$ cat config.mk
export PLATFORM = sky130hd
export DESIGN_NAME = cpsc_ctrl
export DESIGN_NICKNAME = d
export VERILOG_FILES = /design/src/cpsc_pkg.sv /design/src/cpsc_timer.sv /design/src/cpsc_ctrl.sv
export SDC_FILE = /design/constraint.sdc
export NUM_CORES = 1
export LEC_CHECK = 0
export CORE_MARGIN = 8
export CORE_UTILIZATION = 35
export CTS_BUF_LIST = sky130_fd_sc_hd__clkbuf_4
export DETAILED_ROUTE_END_ITERATION = 6
export DONT_BUFFER_PORTS = 1
export RECOVER_POWER = 50
export SLEW_MARGIN = 30
export SYNTH_ARGS = -nofsm -noshare
export SYNTH_HDL_FRONTEND = slang
export SYNTH_SLANG_ARGS = --single-unit
$ cat constraint.sdc
create_clock -name clk_i -period 3.2 [get_ports clk_i]
set_input_delay 0.32 -clock clk_i [delete_from_list [all_inputs] [get_ports clk_i]]
set_output_delay 0.32 -clock clk_i [all_outputs]
set_load 0.03 [all_outputs]
$ cat src/cpsc_pkg.sv
// package: constants and types for the cell protection state controller
package cpsc_pkg;

	// ****************************************
	// timing
	// ****************************************
	localparam int unsigned CLK_HZ          = 40000000;
	localparam int unsigned SAMPLE_PERIOD_MS = 8;
	localparam int unsigned OV_DELAY_MS     = 1000;
	localparam int unsigned OC_DELAY_US     = 1000;
	localparam int unsigned SAMPLE_CYCLES   = (CLK_HZ / 1000) * SAMPLE_PERIOD_MS;
	localparam int unsigned OC_CYCLES       = (CLK_HZ / 1000000) * OC_DELAY_US;
	localparam int unsigned OV_SAMPLES      = (OV_DELAY_MS + SAMPLE_PERIOD_MS - 1) / SAMPLE_PERIOD_MS;
	localparam int unsigned UV_SAMPLES      = 2;

	// ****************************************
	// analog setpoints carried for reference
	// ****************************************
	localparam int unsigned OC_LIMIT_MA     = 3000;
	localparam int unsigned OC_RELEASE_MV   = 50;
	localparam int unsigned LINEAR_VDS_MV   = 100;

	// ****************************************
	// states
	// ****************************************
	typedef enum logic [1:0] {
		CPSC_NORMAL_STATE        = 2'b00,
		CPSC_OVERCHARGE_STATE    = 2'b01,
		CPSC_OVERCURRENT_STATE   = 2'b11,
		CPSC_OVERDISCHARGE_STATE = 2'b10
	} cpsc_state_t;

	// comparator results of one cell sample
	typedef struct packed {
		logic below_uv;
		logic above_ov;
		logic at_uv_release;
	} cpsc_sense_t;

	// pass switch command
	typedef struct packed {
		logic switch_full_on;
		logic linear_mode;
		logic gate_to_battery;
		logic block_charge;
		logic block_discharge;
	} cpsc_drive_t;

endpackage : cpsc_pkg

$ cat src/cpsc_timer.sv
// module: saturating cycle timer with qualifying level
`timescale 1ns/100ps
`default_nettype none
module cpsc_timer #(
	parameter int unsigned COUNT = cpsc_pkg::OC_CYCLES,
	parameter int unsigned WIDTH = 16
) (
	input  wire logic clk_i,
	input  wire logic rst_n_i,
	input  wire logic run_i,
	output logic      done_o
);
	logic [WIDTH-1:0] cnt;
	logic [WIDTH-1:0] next_cnt;
	logic             next_done;

	always_comb begin
		next_cnt  = cnt;
		next_done = 1'b0;
		if (!run_i) begin
			next_cnt = '0;
		end else if (cnt == WIDTH'(COUNT - 1)) begin
			next_done = 1'b1;
		end else begin
			next_cnt = cnt + WIDTH'(1);
		end
	end

	always_ff @(posedge clk_i) begin
		if (!rst_n_i) begin
			cnt    <= '0;
			done_o <= 1'b0;
		end else begin
			cnt    <= next_cnt;
			done_o <= next_done;
		end
	end
endmodule : cpsc_timer
`default_nettype wire

$ cat src/cpsc_ctrl.sv
// module: state controller of a single cell protection device
// ****************************************
// How it works
// ****************************************
// How it works
// - compare cell against reference once every 8 ms; voltage state changes follow those samples
// - two consecutive undervoltage samples open the switch and enter shutdown
// - shutdown holds, detection only, until a charger appears; then charging allowed
// - overvoltage held 1 s blocks charge but still passes discharge
// - overcurrent declared only after above 3 A for over 1 ms
// - overcurrent turns switch fully off, overriding every other path
// - latched overcurrent pulls pack minus down; within 50 mV clears it
// - normal state drives switch fully on from charge pump gate drive
// - overvoltage uses linear 100 mV regulation; heavy load gates to battery
// - after charger detect keep linear mode until undervoltage release level
`timescale 1ns/100ps
`default_nettype none
module cpsc_ctrl #(
	parameter int unsigned SAMPLE_CYCLES = cpsc_pkg::SAMPLE_CYCLES,
	parameter int unsigned OC_CYCLES     = cpsc_pkg::OC_CYCLES,
	parameter int unsigned OV_SAMPLES    = cpsc_pkg::OV_SAMPLES
) (
	input  wire logic                  clk_i,
	input  wire logic                  rst_n_i,
	input  wire logic                  below_uv_i,
	input  wire logic                  above_ov_i,
	input  wire logic                  at_uv_release_i,
	input  wire logic                  over_current_i,
	input  wire logic                  pack_neg_near_i,
	input  wire logic                  charger_detect_i,
	input  wire logic                  heavy_load_i,
	output logic                       sample_enable_o,
	output cpsc_pkg::cpsc_drive_t      drive_o,
	output logic                       pack_neg_pulldown_o,
	output logic                       detect_only_o,
	output cpsc_pkg::cpsc_state_t      state_o
);
	// ****************************************
	// input synchronisers
	// ****************************************
	logic [6:0] sync_a;
	logic [6:0] sync_b;
	logic [6:0] next_sync_a;

	always_comb begin
		// low three bits line up with the sense struct, below_uv on top
		next_sync_a = {heavy_load_i, charger_detect_i, pack_neg_near_i, over_current_i,
			below_uv_i, above_ov_i, at_uv_release_i};
	end

	always_ff @(posedge clk_i) begin
		if (!rst_n_i) begin
			sync_a <= 7'h00;
			sync_b <= 7'h00;
		end else begin
			sync_a <= next_sync_a;
			sync_b <= sync_a;
		end
	end

	cpsc_pkg::cpsc_sense_t sense;
	logic                  oc_s;
	logic                  near_s;
	logic                  chg_s;
	logic                  heavy_s;

	assign sense   = cpsc_pkg::cpsc_sense_t'(sync_b[2:0]);
	assign oc_s    = sync_b[3];
	assign near_s  = sync_b[4];
	assign chg_s   = sync_b[5];
	assign heavy_s = sync_b[6];

	// ****************************************
	// sample tick
	// ****************************************
	localparam int unsigned SW = $clog2(SAMPLE_CYCLES);
	logic [SW-1:0] samp_cnt;
	logic [SW-1:0] next_samp_cnt;
	logic          tick;
	logic          next_tick;

	always_comb begin
		next_tick     = 1'b0;
		next_samp_cnt = samp_cnt + SW'(1);
		if (samp_cnt == SW'(SAMPLE_CYCLES - 1)) begin
			next_samp_cnt = '0;
			next_tick     = 1'b1;
		end
	end

	always_ff @(posedge clk_i) begin
		if (!rst_n_i) begin
			samp_cnt <= '0;
			tick     <= 1'b0;
		end else begin
			samp_cnt <= next_samp_cnt;
			tick     <= next_tick;
		end
	end

	// ****************************************
	// overcurrent qualification
	// ****************************************
	logic oc_fault;

	cpsc_timer #(
		.COUNT (OC_CYCLES + 1),
		.WIDTH ($clog2(OC_CYCLES + 2))
	) u_oc_timer (
		.clk_i   (clk_i),
		.rst_n_i (rst_n_i),
		.run_i   (oc_s),
		.done_o  (oc_fault)
	);

	// ****************************************
	// qualification helpers
	// ****************************************
	// saturating count of consecutive qualifying samples; a miss starts over
	function automatic int unsigned qual_step(
		input int unsigned cnt,
		input logic        hit,
		input int unsigned limit
	);
		int unsigned step;
		step = 0;
		if (hit) begin
			step = (cnt == limit) ? cnt : cnt + 1;
		end
		return step;
	endfunction : qual_step

	// ****************************************
	// drive helpers
	// ****************************************
	// linear regulation drive; heavy load takes the gate to the cell voltage
	function automatic cpsc_pkg::cpsc_drive_t linear_drive(input logic heavy);
		cpsc_pkg::cpsc_drive_t drv;
		drv                 = '0;
		drv.linear_mode     = 1'b1;
		drv.gate_to_battery = heavy;
		return drv;
	endfunction : linear_drive

	// ****************************************
	// sample qualification
	// ****************************************
	localparam int unsigned OW = $clog2(OV_SAMPLES + 1);
	logic [1:0]    uv_cnt;
	logic [1:0]    next_uv_cnt;
	logic [1:0]    uv_step;
	logic [OW-1:0] ov_cnt;
	logic [OW-1:0] next_ov_cnt;
	logic [OW-1:0] ov_step;
	logic          leaving;

	// counts after this cycle's sample, before any state change
	assign uv_step = tick ? 2'(qual_step(32'(uv_cnt), sense.below_uv, cpsc_pkg::UV_SAMPLES)) : uv_cnt;
	assign ov_step = tick ? OW'(qual_step(32'(ov_cnt), sense.above_ov, OV_SAMPLES)) : ov_cnt;

	// a state change starts both qualifications afresh
	always_comb begin
		next_uv_cnt = uv_step;
		next_ov_cnt = ov_step;
		if (leaving) begin
			next_uv_cnt = 2'h0;
			next_ov_cnt = '0;
		end
	end

	always_ff @(posedge clk_i) begin
		if (!rst_n_i) begin
			uv_cnt <= 2'h0;
			ov_cnt <= '0;
		end else begin
			uv_cnt <= next_uv_cnt;
			ov_cnt <= next_ov_cnt;
		end
	end

	// ****************************************
	// state machine
	// ****************************************
	cpsc_pkg::cpsc_state_t state;
	cpsc_pkg::cpsc_state_t next_state;
	logic                  charging;
	logic                  next_charging;

	always_comb begin
		next_state    = state;
		next_charging = charging;
		unique case (state)
			cpsc_pkg::CPSC_NORMAL_STATE: begin
				next_charging = 1'b0;
				if (oc_fault) begin
					next_state = cpsc_pkg::CPSC_OVERCURRENT_STATE;
				end else if (uv_step == 2'(cpsc_pkg::UV_SAMPLES)) begin
					next_state = cpsc_pkg::CPSC_OVERDISCHARGE_STATE;
				end else if (ov_step == OW'(OV_SAMPLES)) begin
					next_state = cpsc_pkg::CPSC_OVERCHARGE_STATE;
				end
			end
			cpsc_pkg::CPSC_OVERCHARGE_STATE: begin
				if (oc_fault) begin
					next_state = cpsc_pkg::CPSC_OVERCURRENT_STATE;
				end else if (tick && !sense.above_ov) begin
					next_state = cpsc_pkg::CPSC_NORMAL_STATE;
				end
			end
			cpsc_pkg::CPSC_OVERCURRENT_STATE: begin
				if (near_s) begin
					next_state = cpsc_pkg::CPSC_NORMAL_STATE;
				end
			end
			cpsc_pkg::CPSC_OVERDISCHARGE_STATE: begin
				if (oc_fault) begin
					next_state = cpsc_pkg::CPSC_OVERCURRENT_STATE;
				end else if (!charging) begin
					if (chg_s) begin
						next_charging = 1'b1;
					end
				end else if (tick && sense.at_uv_release) begin
					next_state    = cpsc_pkg::CPSC_NORMAL_STATE;
					next_charging = 1'b0;
				end
			end
		endcase
		leaving = (next_state != state);
	end

	// ****************************************
	// state registers
	// ****************************************
	always_ff @(posedge clk_i) begin
		if (!rst_n_i) begin
			state    <= cpsc_pkg::CPSC_NORMAL_STATE;
			charging <= 1'b0;
		end else begin
			state    <= next_state;
			charging <= next_charging;
		end
	end

	// ****************************************
	// outputs
	// ****************************************
	cpsc_pkg::cpsc_drive_t next_drive;
	logic                  next_pulldown;
	logic                  next_detect_only;

	always_comb begin
		next_drive       = '0;
		next_pulldown    = 1'b0;
		next_detect_only = 1'b0;
		unique case (next_state)
			cpsc_pkg::CPSC_NORMAL_STATE: begin
				next_drive.switch_full_on = 1'b1;
			end
			cpsc_pkg::CPSC_OVERCHARGE_STATE: begin
				next_drive              = linear_drive(heavy_s);
				next_drive.block_charge = 1'b1;
			end
			cpsc_pkg::CPSC_OVERCURRENT_STATE: begin
				next_drive.block_charge    = 1'b1;
				next_drive.block_discharge = 1'b1;
				next_pulldown              = 1'b1;
			end
			cpsc_pkg::CPSC_OVERDISCHARGE_STATE: begin
				if (next_charging) begin
					next_drive = linear_drive(heavy_s);
				end else begin
					next_drive.block_charge = 1'b1;
					next_detect_only        = 1'b1;
				end
				next_drive.block_discharge = 1'b1;
			end
		endcase
	end

	// ****************************************
	// output registers
	// ****************************************
	always_ff @(posedge clk_i) begin
		if (!rst_n_i) begin
			drive_o             <= '0;
			pack_neg_pulldown_o <= 1'b0;
			detect_only_o       <= 1'b0;
			state_o             <= cpsc_pkg::CPSC_NORMAL_STATE;
			sample_enable_o     <= 1'b0;
		end else begin
			drive_o             <= next_drive;
			pack_neg_pulldown_o <= next_pulldown;
			detect_only_o       <= next_detect_only;
			state_o             <= next_state;
			sample_enable_o     <= next_tick;
		end
	end
endmodule : cpsc_ctrl
`default_nettype wire

### Yosys cells after proc, flatten, opt, wreduce, memory -nomap -nowiden

Cells that the tools add are included.

| word-level totals | value |
|---|---|
| word-level logic and storage cells | 73 |
| output and inout bits | 10 |
| input bits | 9 |
| flip-flop bits (word level) | 70 |

| cells by class | value |
|---|---|
| add/sub/neg operators | 4 |
| reduce and logical (&&, ||, !) cells | 9 |
| muxes and demuxes | 29 |
| equal/unequal tests | 13 |
| bitwise operators | 1 |

Operators with widths:

| kind | count |
|---|---|
| $mux W2 | 13 |
| $mux W7 | 3 |
| $add A19 B1 Y19 const B | 1 |
| $eq A19 B19 Y1 const B | 1 |
| $add A16 B1 Y16 const B | 1 |
| $eq A16 B16 Y1 const B | 1 |
| $eq A7 B7 Y1 const B | 2 |
| $eq A2 B2 Y1 const B | 6 |
| $mux W1 | 8 |
| $pmux W2 S4 | 1 |
| $add A7 B1 Y7 const B | 1 |
| $pmux W2 S3 | 1 |
| $eq A2 B1 Y1 const B | 2 |
| $logic_not A2 Y1 | 2 |
| $pmux W1 S2 | 2 |
| $pmux W2 S2 | 1 |
| $reduce_and A2 Y1 | 2 |
| $reduce_or A2 Y1 | 2 |
| $add A2 B1 Y2 const B | 1 |
| $logic_and A1 B1 Y1 | 2 |
| $ne A2 B2 Y1 | 1 |
| $logic_not A1 Y1 | 1 |
| $not A1 Y1 | 1 |

### Logic depth before layout (Yosys ltp)

Gate-level depths: netlist of run 1.

| logic depth | value |
|---|---|
| word-level depth | 11 |
| mapped depth | 12 |
| gate-level depth less buffers | 12 |

### Hierarchy

A second synthesis of run 1 with hierarchy kept.

| second synthesis, totals | value |
|---|---|
| cells, all modules | 340 |
| area total of the unflattened synthesis | 3,109.2 um^2 |

By module, submodules not included:

| module | times used | area each (um^2) | cells an instance |
|---|---|---|---|
| cpsc_ctrl | 1 | 2,290.9 | 253 |
| cpsc_timer | 1 | 818.3 | 87 |

### Least setup slack after synthesis of run 1

No wires, ideal clock.

| timing | value |
|---|---|
| path type | flip-flop to flip-flop |
| start | register sample_enable_o (netlist name) |
| end | register drive_o[2] in the netlist's numbering |
| required time | 3.141 ns |
| clock period less this slack | 2.613 ns |
| slack | 0.587 ns |
| stages on the path, launching flop included | 10 |
| data arrival time | 2.554 ns |
| setup time | 0.059 ns |
| path through | dfxtp_1 > clkbuf_1 > a31oi_1 > or3_1 > a211o_1 > o31ai_2 > and2_1 > ha_1 > nor3_1 > and2_1 |

RTL lines:

| what | line | text |
|---|---|---|
| to (signal assigned) | cpsc_ctrl.sv:291 | `drive_o <= next_drive;` |
| to (decl) | cpsc_ctrl.sv:33 | `output cpsc_pkg::cpsc_drive_t drive_o,` |

### Worst setup path after layout of run 1

| timing | value |
|---|---|
| start | register ov_cnt[0] |
| end | register drive_o[2] in the netlist's numbering |

| between the ends | value |
|---|---|
| cells in the longest elaborated chain, start to end | 11 |
| elaborated cells on any way between the ends | 13 |
| classes of those cells | add/sub (1); eq/ne (4); mux (8) |

RTL lines:

| what | line | text |
|---|---|---|
| from (decl) | cpsc_ctrl.sv:152 | `logic [OW-1:0] ov_cnt;` |
| from (signal assigned) | cpsc_ctrl.sv:177 | `ov_cnt <= next_ov_cnt;` |
| $add A7 B1 Y7 / $eq A7 B7 Y1 (equally long branches) | cpsc_ctrl.sv:128 | `step = (cnt == limit) ? cnt : cnt + 1;` |
| $mux W7 | cpsc_ctrl.sv:128 |  |
| $mux W7 | cpsc_ctrl.sv:127 | `if (hit) begin` |
| $mux W7 (*) | cpsc_ctrl.sv:159 | `assign ov_step = tick ? OW'(qual_step(32'(ov_cnt), sense.above_ov, OV_SAMPLES)) : ov_cnt;` |
| $eq A7 B7 Y1 (*) | cpsc_ctrl.sv:199 | `end else if (ov_step == OW'(OV_SAMPLES)) begin` |
| $mux W2 (*) | cpsc_ctrl.sv:199 |  |
| $mux W2 (*) | cpsc_ctrl.sv:197 | `end else if (uv_step == 2'(cpsc_pkg::UV_SAMPLES)) begin` |
| $mux W2 (*) | cpsc_ctrl.sv:195 | `if (oc_fault) begin` |
| $pmux W2 S4 (*) | cpsc_ctrl.sv:192 | `unique case (state)` |
| $eq A2 B2 Y1 / $eq A2 B1 Y1 (equally long branches) | cpsc_ctrl.sv:255 | `unique case (next_state)` |
| $pmux W2 S2 (*) | cpsc_ctrl.sv:255 |  |

Mark *: on every way between the ends. The rest lies on a longest branch, timed or not.
A chain may end at the register's enable or synchronous reset.

==> summary.md, run 1 <==
| Metric | Value |
|---|---|
| Unrepaired setup endpoints after global routing | no |
| Cells after synthesis | 339 |
| Die footprint | 11800 sq um |
| Die W | 108 um |
| Measured slew at the worst slew-check pin | slightly below 900 ps |
| Cell Int Power | 1.13 mW |
| Wirelength per Cell | 12.4 um |
| Largest net degree at the start of global routing | 22 |
| Gr usage total | 10.2% |
| Met2 routed WL | between 2000 and 2500 um |
| GRT overflow | 0 |
| Postcts setup bufs | 0 |
| Clock Latency Late Sink | 410 ps |
| Via/cell ratio | 4.97 |
| Sinks on Clock Net | between 60 and 70 |
| Synth Area in Adders | 4.18% |
| Critical Path AT | between 3000 and 4000 ps |
| R2R Setup Slk | 290 ps |
| Setup TNS | 0 ps |
| Fin crit share | 90.9% |
| Row count | 33 |
| Core area | about 8300 sq um |
| Switching pwr | 0.339 mW |
| CTS buffer count | 9 |
| Synth Cell Area | 2990 sq um |
| DR pass1 iterations | 4 |
| Pwr/cell area | 452 nW/um^2 |
| #FFs+latches synth | slightly below 70 |
| Combinational power share | 2.0% |
| Layout Cells excl Fill | 454 |
| Min cycle time layout | 2910 ps |
| Post-CTS resize count | 0 |
| Post-synthesis sequential area ratio | 46.2% |
| Clock share of power | 38.1% |
| Most common cell after layout, fill and taps aside | dfxtp_1 |
| Root Buffer | clkbuf_4 |
| Fin Hold WS | 31.5 ps |
| CP endpoint kind | flop |
| Clock buffer depth | 2 |
| Worst Path Max Fanout | 12 |
| Synth warn | 0 |
| Fillcell total | 846 |
| Fmax | 344 MHz |
| Synth Area in Compound Gates | 9.29% |
| Most frequent cells in the layout | dfxtp_1, nor2_1, nand2_1 |
| Initial Util | 36.2% |
| Sw frac | between 20% and 30% |
| Area grow syn2layout | 8.91% |
| CP startpoint kind | flop |
| Drt drc | 0 |
| Dpl hpwl | 3850 um |
| Metal3 WL | 283 um |
| Worst vdd rail ir drop | 0.180 mV |
| Post-synthesis xor/xnor area fraction | 8.79% |
| DRT Wirelength | around 5600 um |
| Max cap viols | 0 |
| DRT antenna net count | 0 |
| Top-level I/O count | 19 |
| CTS tree | done |
| Placed instance count | 433 |
| Synth Net Count | 358 |
| Post-synth cell types | 42 |
| Highest routed layer | met4 |
| Setup CP Type | reg -> reg |
| DR vias | 2257 |
| Final Hold Viols | 0 |
| Largest family of logic cells by synthesized area | simple AND/OR/NAND/NOR gates |
| Layout Nets | between 300 and 400 |
| Fin. max-slew vios | 0 |
| Layout cell share with drive strength beyond 1 | 6.61% |
| Clock skew | 19.7 ps |
| Final instance area | 3260 sq um |
| Max_slew headroom | between 40% and 50% |
| Final Wtd Congestion | 0.848 |
| H-tree levels | 3 |
| Status | finished, final reports clean |
| Wl on met1 | between 2000 and 3000 um |
| Mux cell area share after synthesis | 0% |
| Leakage | 1.12 nW |
| Vias in the first global route | approximately 2000 |
| Port bufs | 0 |
| Avg Cell Area, Syn | 8.82 sq um |
| Hold Crit Class | in -> reg |
| Drt initial violations | around 130 |
| Worst endpoint required time | around 3600 ps |
| Initial antenna violation count | 1 |
| Die Span Y | between 100 and 150 um |
| First-pass GRT wire length | between 9000 and 10000 um |
| Final setup fails | 0 |
| Post-Synth Simple-Gate Area | between 20% and 30% |
| CTS Hold Bufs | 1 |
| Placed Area | 3080 sq um |
| Clk slew on worst S/H paths | roughly 120 ps |
| Sequential power share | 59.8% |
## logic make-up (layout without fill, tap and decap cells)
group	after synthesis	in the layout
and+or+nand+nor	168	168
buffers and inverters	24	33
other	0	1
DFF	69	69
adders and majority gates	10	10
xor gates and xnor gates	30	30
AOI/OAI and AO/OA	38	38
## routing by layer
layer,vias to the layer above,GRT usage (%)
met2,37,13.4
met5,-,0
met4,0,5.28
met1,1049,14.1
li1,1166,-
met3,5,3.87
## final cells by class
| cell class | count | area [sq um] | share of cell area [%] |
|---|---|---|---|
| Multi-Input combinational cell | 246 | 1510 | 46.4 |
| Sequential cell | 69 | 1380 | 42.4 |
| Clock buffer | 10 | 75.1 | 2.31 |
| Antenna cell | 1 | 2.50 | 0.0768 |
| Clock inverter | 6 | 62.6 | 1.92 |
| Timing Repair Buffer | 6 | 51.3 | 1.58 |
| Tap cell | 105 | 131 | 4.03 |
| Inverter | 11 | 41.3 | 1.27 |
## metrics by stage
stage | total power [mW] | worst slack (ps) | util [%]
after floorplan | 0.921 | 587 | -
after global placement | 0.924 | 441 | 37.3
after detailed placement | 0.925 | 346 | 37.3
after CTS | 1.49 | 319 | 39.1
after global routing | 1.54 | 45.3 | 39.4
final | 1.47 | 291 | 39.4
## cells in the mapped netlist
library cell	number	area, sq um
a211o_1	1	8.76
a211oi_1	3	22.5
a21oi_1	10	50.1
a2bb2o_1	1	10.0
a311o_1	1	10.0
a31oi_1	2	12.5
a32o_1	1	10.0
a32oi_1	1	8.76
and2_1	24	150
and3_1	8	50.1
and4_1	3	26.3
buf_2	3	15.0
buf_4	1	7.51
clkbuf_1	9	33.8
dfxtp_1	69	1380
ha_1	10	125
inv_1	11	41.3
nand2_1	25	93.8
nand2b_1	2	12.5
nand3_1	24	120
nand3b_1	1	7.51
nand4_1	6	37.5
nand4b_1	1	8.76
nor2_1	51	191
nor2_2	1	6.26
nor2b_1	3	18.8
nor3_1	7	35.0
nor4_1	4	25.0
nor4b_1	2	17.5
o21ai_0	10	50.1
o21bai_1	1	7.51
o221a_2	1	11.3
o311ai_1	1	8.76
o31a_1	1	8.76
o31ai_2	1	12.5
o32a_1	1	10.0
o32ai_1	1	8.76
o41ai_4	1	27.5
or3_1	4	25.0
or4b_2	2	20.0
xnor2_1	9	78.8
xor2_1	21	184
## power by group through the flow
| stage | sequential, mW | clock (mW) | combinational [mW] |
|---|---|---|---|
| finish | 0.880 | 0.561 | 0.0300 |
| global route | 0.882 | 0.628 | 0.0342 |
| CTS | 0.880 | 0.583 | 0.0266 |
| detailed placement | 0.899 | 0 | 0.0255 |
| global placement | 0.899 | 0 | 0.0251 |
| floorplan | 0.896 | 0 | 0.0248 |
## path summary, 6_finish.rpt
check,from,end,cells past startpoint
min,rst_n_i,sample_enable_o$_SDFF_PN0_,1
max,ov_cnt[0]$_SDFF_PP0_,drive_o[2]$_SDFF_PN0_,10
max reg2reg,ov_cnt[0]$_SDFF_PP0_,drive_o[2]$_SDFF_PN0_,10
min reg2reg,sync_b[6]$_SDFF_PN0_,drive_o[2]$_SDFF_PN0_,1
## state kept, by name, indices dropped and copies added, names as in the netlist
register,count
charging,1
sample_enable_o,1
uv_cnt,2
state_o,1
sync_a,7
drive_o,5
samp_cnt,19
u_oc_timer.done_o,1
u_oc_timer.cnt,16
sync_b,7
detect_only_o,1
pack_neg_pulldown_o,1
ov_cnt,7
## worst max-delay path, cell delays in order, from the launching register on
cell and delay [ps]:
dfxtp_1 580, ha_1 270, nand2_1 110, nor2_2 260, o21ai_0 180, a211o_1 350, o31ai_2 320, and2_1 200
ha_1 230, nor3_1 220, and2_1 150
(Power assumes the default switching activity.)
==> inputs of run 2 (changes only) <==
--- a/config.mk
+++ b/config.mk
@@ -5,6 +5,7 @@
 export SDC_FILE = /design/constraint.sdc
 export NUM_CORES = 1
 export LEC_CHECK = 0
+export ABC_AREA = 1
 export CORE_MARGIN = 8
 export CORE_UTILIZATION = 35
 export CTS_BUF_LIST = sky130_fd_sc_hd__clkbuf_4
==> constraint.sdc (replaced) <==
create_clock -name clk_i -period 2.65 [get_ports clk_i]
set_input_delay 0.265 -clock clk_i [delete_from_list [all_inputs] [get_ports clk_i]]
set_output_delay 0.265 -clock clk_i [all_outputs]
set_load 0.03 [all_outputs]
==> run 2 against run 1 <==
  * Die area grew 3.3%
  * Global-route usage grew 0.59 points
  * Routed wire length grew 4.3%
  * Critical path depth is 4 higher
  * Total power rose by 52%
  * Via count grew 14%
  * Flip-flop and latch count did not move
  * Clock power is 11% higher
  * Utilization rose by 0.11 points
  * Non-clock buffer count rose by 5
==> summary.md, run 2 <==
| Metric | Value |
|---|---|
| Status | finished, final reports clean |
| Most common cell after layout, fill and taps aside | nand2_1 |
| Synth Cell Area | 3110 sq um (+3.8%) |
| Hold Crit Class | in -> reg |
| Worst endpoint required time | 3020 ps (-540 ps) |
| Worst R2R End | drive_o[2]$_SDFF_PN0_ |
| Setup CP Type | reg -> reg |
| Post-synth top area cell | dfxtp_1 |
| Clock skew | 7.83 ps (-11.8 ps) |
| DR pass1 iterations | 4 (unchanged) |
| Reg2reg path depth | 14 (+4) |
| Fin Hold WS | 90.5 ps (+59.0 ps) |
| Port bufs | 0 (unchanged) |
| Dpl hpwl | 4280 um (+11%) |
| Most frequent cells in the layout | nand2_1, inv_1, dfxtp_1 |
| Synth warn | 0 (unchanged) |
| DR vias | 2566 (+14%) |
| DRT antenna net count | 0 (unchanged) |
| Post-synthesis sequential area ratio | 44.5% (-1.7 points) |
| Post-synth ARST share | 0% (unchanged) |
| Most common library cells after synthesis | nand2_1, inv_1, dfxtp_1 |
| Fillcell total | 925 (+9.3%) |
| CTS buffer count | 9 (unchanged) |
| Top Registers | samp_cnt (19), u_oc_timer.cnt (16) |
| Top FF cell, synth | dfxtp_1 |
| Area grow syn2layout | 10.5% |
| Biggest register | samp_cnt |
| Pwr Total | 2.24 mW (+52%) |
| Crit-path cells | ha_1, nand3_1, xor2_1, o21ai_0, nor2_1, nand3_1, nand2_1, nand2_1, nand2_2, nand2_4, inv_1, ha_1, nor3_1, and2_1 |
| Clock buffer depth | 2 (unchanged) |
| Initial Util | 35.8% (-0.43 points) |
| CP endpoint kind | flop |
| Fin crit share | 88.2% (-2.7 points) |
| Core area | 8680 sq um (+5.1%) |
| GRT overflow | 0 (unchanged) |
| Worst Path Max Fanout | 5 (-7) |
| Synth top area cells | dfxtp_1, nand2_1, inv_1, nor2_1, a21oi_1 |
| Critical Path AT | 2710 ps (-560 ps) |
| Max_slew headroom | 51.9% (+10 points) |
| Post-synth cell types | 35 (-17%) |
| WHS Path Cells | 2 (+1) |
| Avg Cell Area, Syn | 7.29 sq um (-17%) |
| Final setup fails | 0 (unchanged) |
| Layout Nets | 462 (+28%) |
| Unrepaired setup endpoints after global routing | no |
| Hold Crit Start | rst_n_i |
| #FFs+latches synth | 69 (unchanged) |
| Clk slew on worst S/H paths | 120 ps (about the same) |
| Gr usage total | 10.8% (+0.59 points) |
| Worst vdd rail ir drop | 0.241 mV (+34%) |
| Die W | 110 um (+1.6%) |
| Fin. max-slew vios | 0 (unchanged) |
| First-pass GRT wire length | 10400 um (+7.8%) |
| Via/cell ratio | 4.62 (-7.2%) |
| Number of synthesized flops with an enable pin | 0 (unchanged) |
| DRT Wirelength | 5880 um (+4.3%) |
| Post-synth top area share | 44.5% (-1.7 points) |
| Min cycle time layout | 2340 ps (-572 ps) |
| Die footprint | 12100 sq um (+3.3%) |
| Row count | 34 (+3.0%) |
| Root Buffer | clkbuf_4 |
| Vias in the first global route | 2424 (+20%) |
| R2R Setup Slk | 310 ps (+20 ps) |
| Final Hold Viols | 0 (unchanged) |
| Largest net degree at the start of global routing | 19 (-14%) |
| Clock Latency Late Sink | 410 ps (about the same) |
| Wirelength per Cell | 10.6 um (-15%) |
| Slowest cell on the critical path | dfxtp_1 |
| Drt initial violations | 114 (-14%) |
| Synth Net Count | 445 (+24%) |
| CP startpoint kind | flop |
| Sinks on Clock Net | 69 (unchanged) |
| Cells after synthesis | 426 (+26%) |
| Most common cell in the synthesized netlist | nand2_1 |
| Die Span Y | 110 um (+1.6%) |
| CTS tree | done |
| Hold EP | drive_o[0]$_SDFF_PN0_ |
| Setup TNS | 0 ps (unchanged) |
| Initial antenna violation count | 0 (-1) |
| R2R Path Start | ov_cnt[1]$_SDFF_PP0_ |
| Top-level I/O count | 19 (unchanged) |
| Inserted Diodes | 0 (-1) |
| Max cap viols | 0 (unchanged) |
| Drt drc | 0 (unchanged) |
| Measured slew at the worst slew-check pin | 725 ps (-147 ps) |
| Leakage | 1.37 nW (+22%) |
| Max stage delay on crit path | 420 ps (-160 ps) |
| Layout cell share with drive strength beyond 1 | 8.04% (+1.4 points) |
| Final Wtd Congestion | 0.854 (+0.81%) |
| H-tree levels | 3 (unchanged) |
| Max reg flops | 19 (unchanged) |
| Pwr/cell area | 654 nW/um^2 (+45%) |
| Fmax | 428 MHz (+24%) |
## run 2: routing by layer
metal | track usage, % | share of wire [%] | up-vias
li1 | - | - | 1375
met1 | 12.3 | 48 | 1154
met2 | 18.1 | 47 | 29
met3 | 4.24 | 4.5 | 8
met4 | 3.81 | 0.87 | 0
met5 | 0 | 0 | -
## run 2: timing repair
action	in CTS	in global routing
endpoints found under the setup margin	0	1
gates resized for setup	0	1
endpoints found under the hold margin	17	0
hold buffers	8	0
setup buffers	0	0
## run 2: cell families after synthesis
family                     synth area share [%]
AOI/OAI and AO/OA                          9.39
xor gates and xnor gates                   1.69
adders and majority gates                  4.03
buffers and inverters                      10.4
DFF                                        44.5
and+or+nand+nor                            30.0
## run 2: per-stage QoR
stage	cell area, sq um	instances	utilization [%]	setup WS, ps
final	3430	556	39.5	312
after floorplan	3110	426	-	411
after CTS	3440	556	39.6	237
after global routing	3430	556	39.5	35.4
after detailed placement	3230	532	37.3	266
after global placement	3230	532	37.3	379
## run 2: how the worst max path moves through the flow
stage                               start                     to  depth (start not counted)
2_1_floorplan  sample_enable_o$_SDFF_PN0_  drive_o[2]$_SDFF_PN0_                         16
3_3_place_gp         ov_cnt[0]$_SDFF_PP0_  drive_o[2]$_SDFF_PN0_                         14
3_5_place_dp         ov_cnt[0]$_SDFF_PP0_  drive_o[2]$_SDFF_PN0_                         14
4_1_cts              ov_cnt[0]$_SDFF_PP0_  drive_o[2]$_SDFF_PN0_                         14
5_1_grt              ov_cnt[1]$_SDFF_PP0_  drive_o[2]$_SDFF_PN0_                         18
6_report             ov_cnt[1]$_SDFF_PP0_  drive_o[2]$_SDFF_PN0_                         14
## run 2: layout make-up
cell class | instances | area, sq um | share of cell area (%)
well taps | 108 | 135 | 3.94
clock inverters | 7 | 57.6 | 1.68
multi-input cells | 274 | 1400 | 40.8
repair buffers | 11 | 95.1 | 2.77
clock buffers | 9 | 67.6 | 1.97
inverters | 78 | 293 | 8.53
flip-flops and latches | 69 | 1380 | 40.3
## run 2: worst max-delay path, delay by kind of cell, from the launching register on
| family | cells | cell delay [ps] |
|---|---|---|
| AOI/OAI and AO/OA | 1 | 220 |
| xor gates and xnor gates | 1 | 180 |
| adders and majority gates | 2 | 470 |
| buffers and inverters | 1 | 60 |
| DFF | 1 | 420 |
| and+or+nand+nor | 9 | 950 |
## run 2: report_power, final
part | switching (mW) | leakage, nW | internal, mW
sequential | 0.0880 | 0.561 | 1.09
combinational | 0.303 | 0.752 | 0.140
clock | 0.419 | 0.0596 | 0.203
total | 0.810 | 1.37 | 1.43
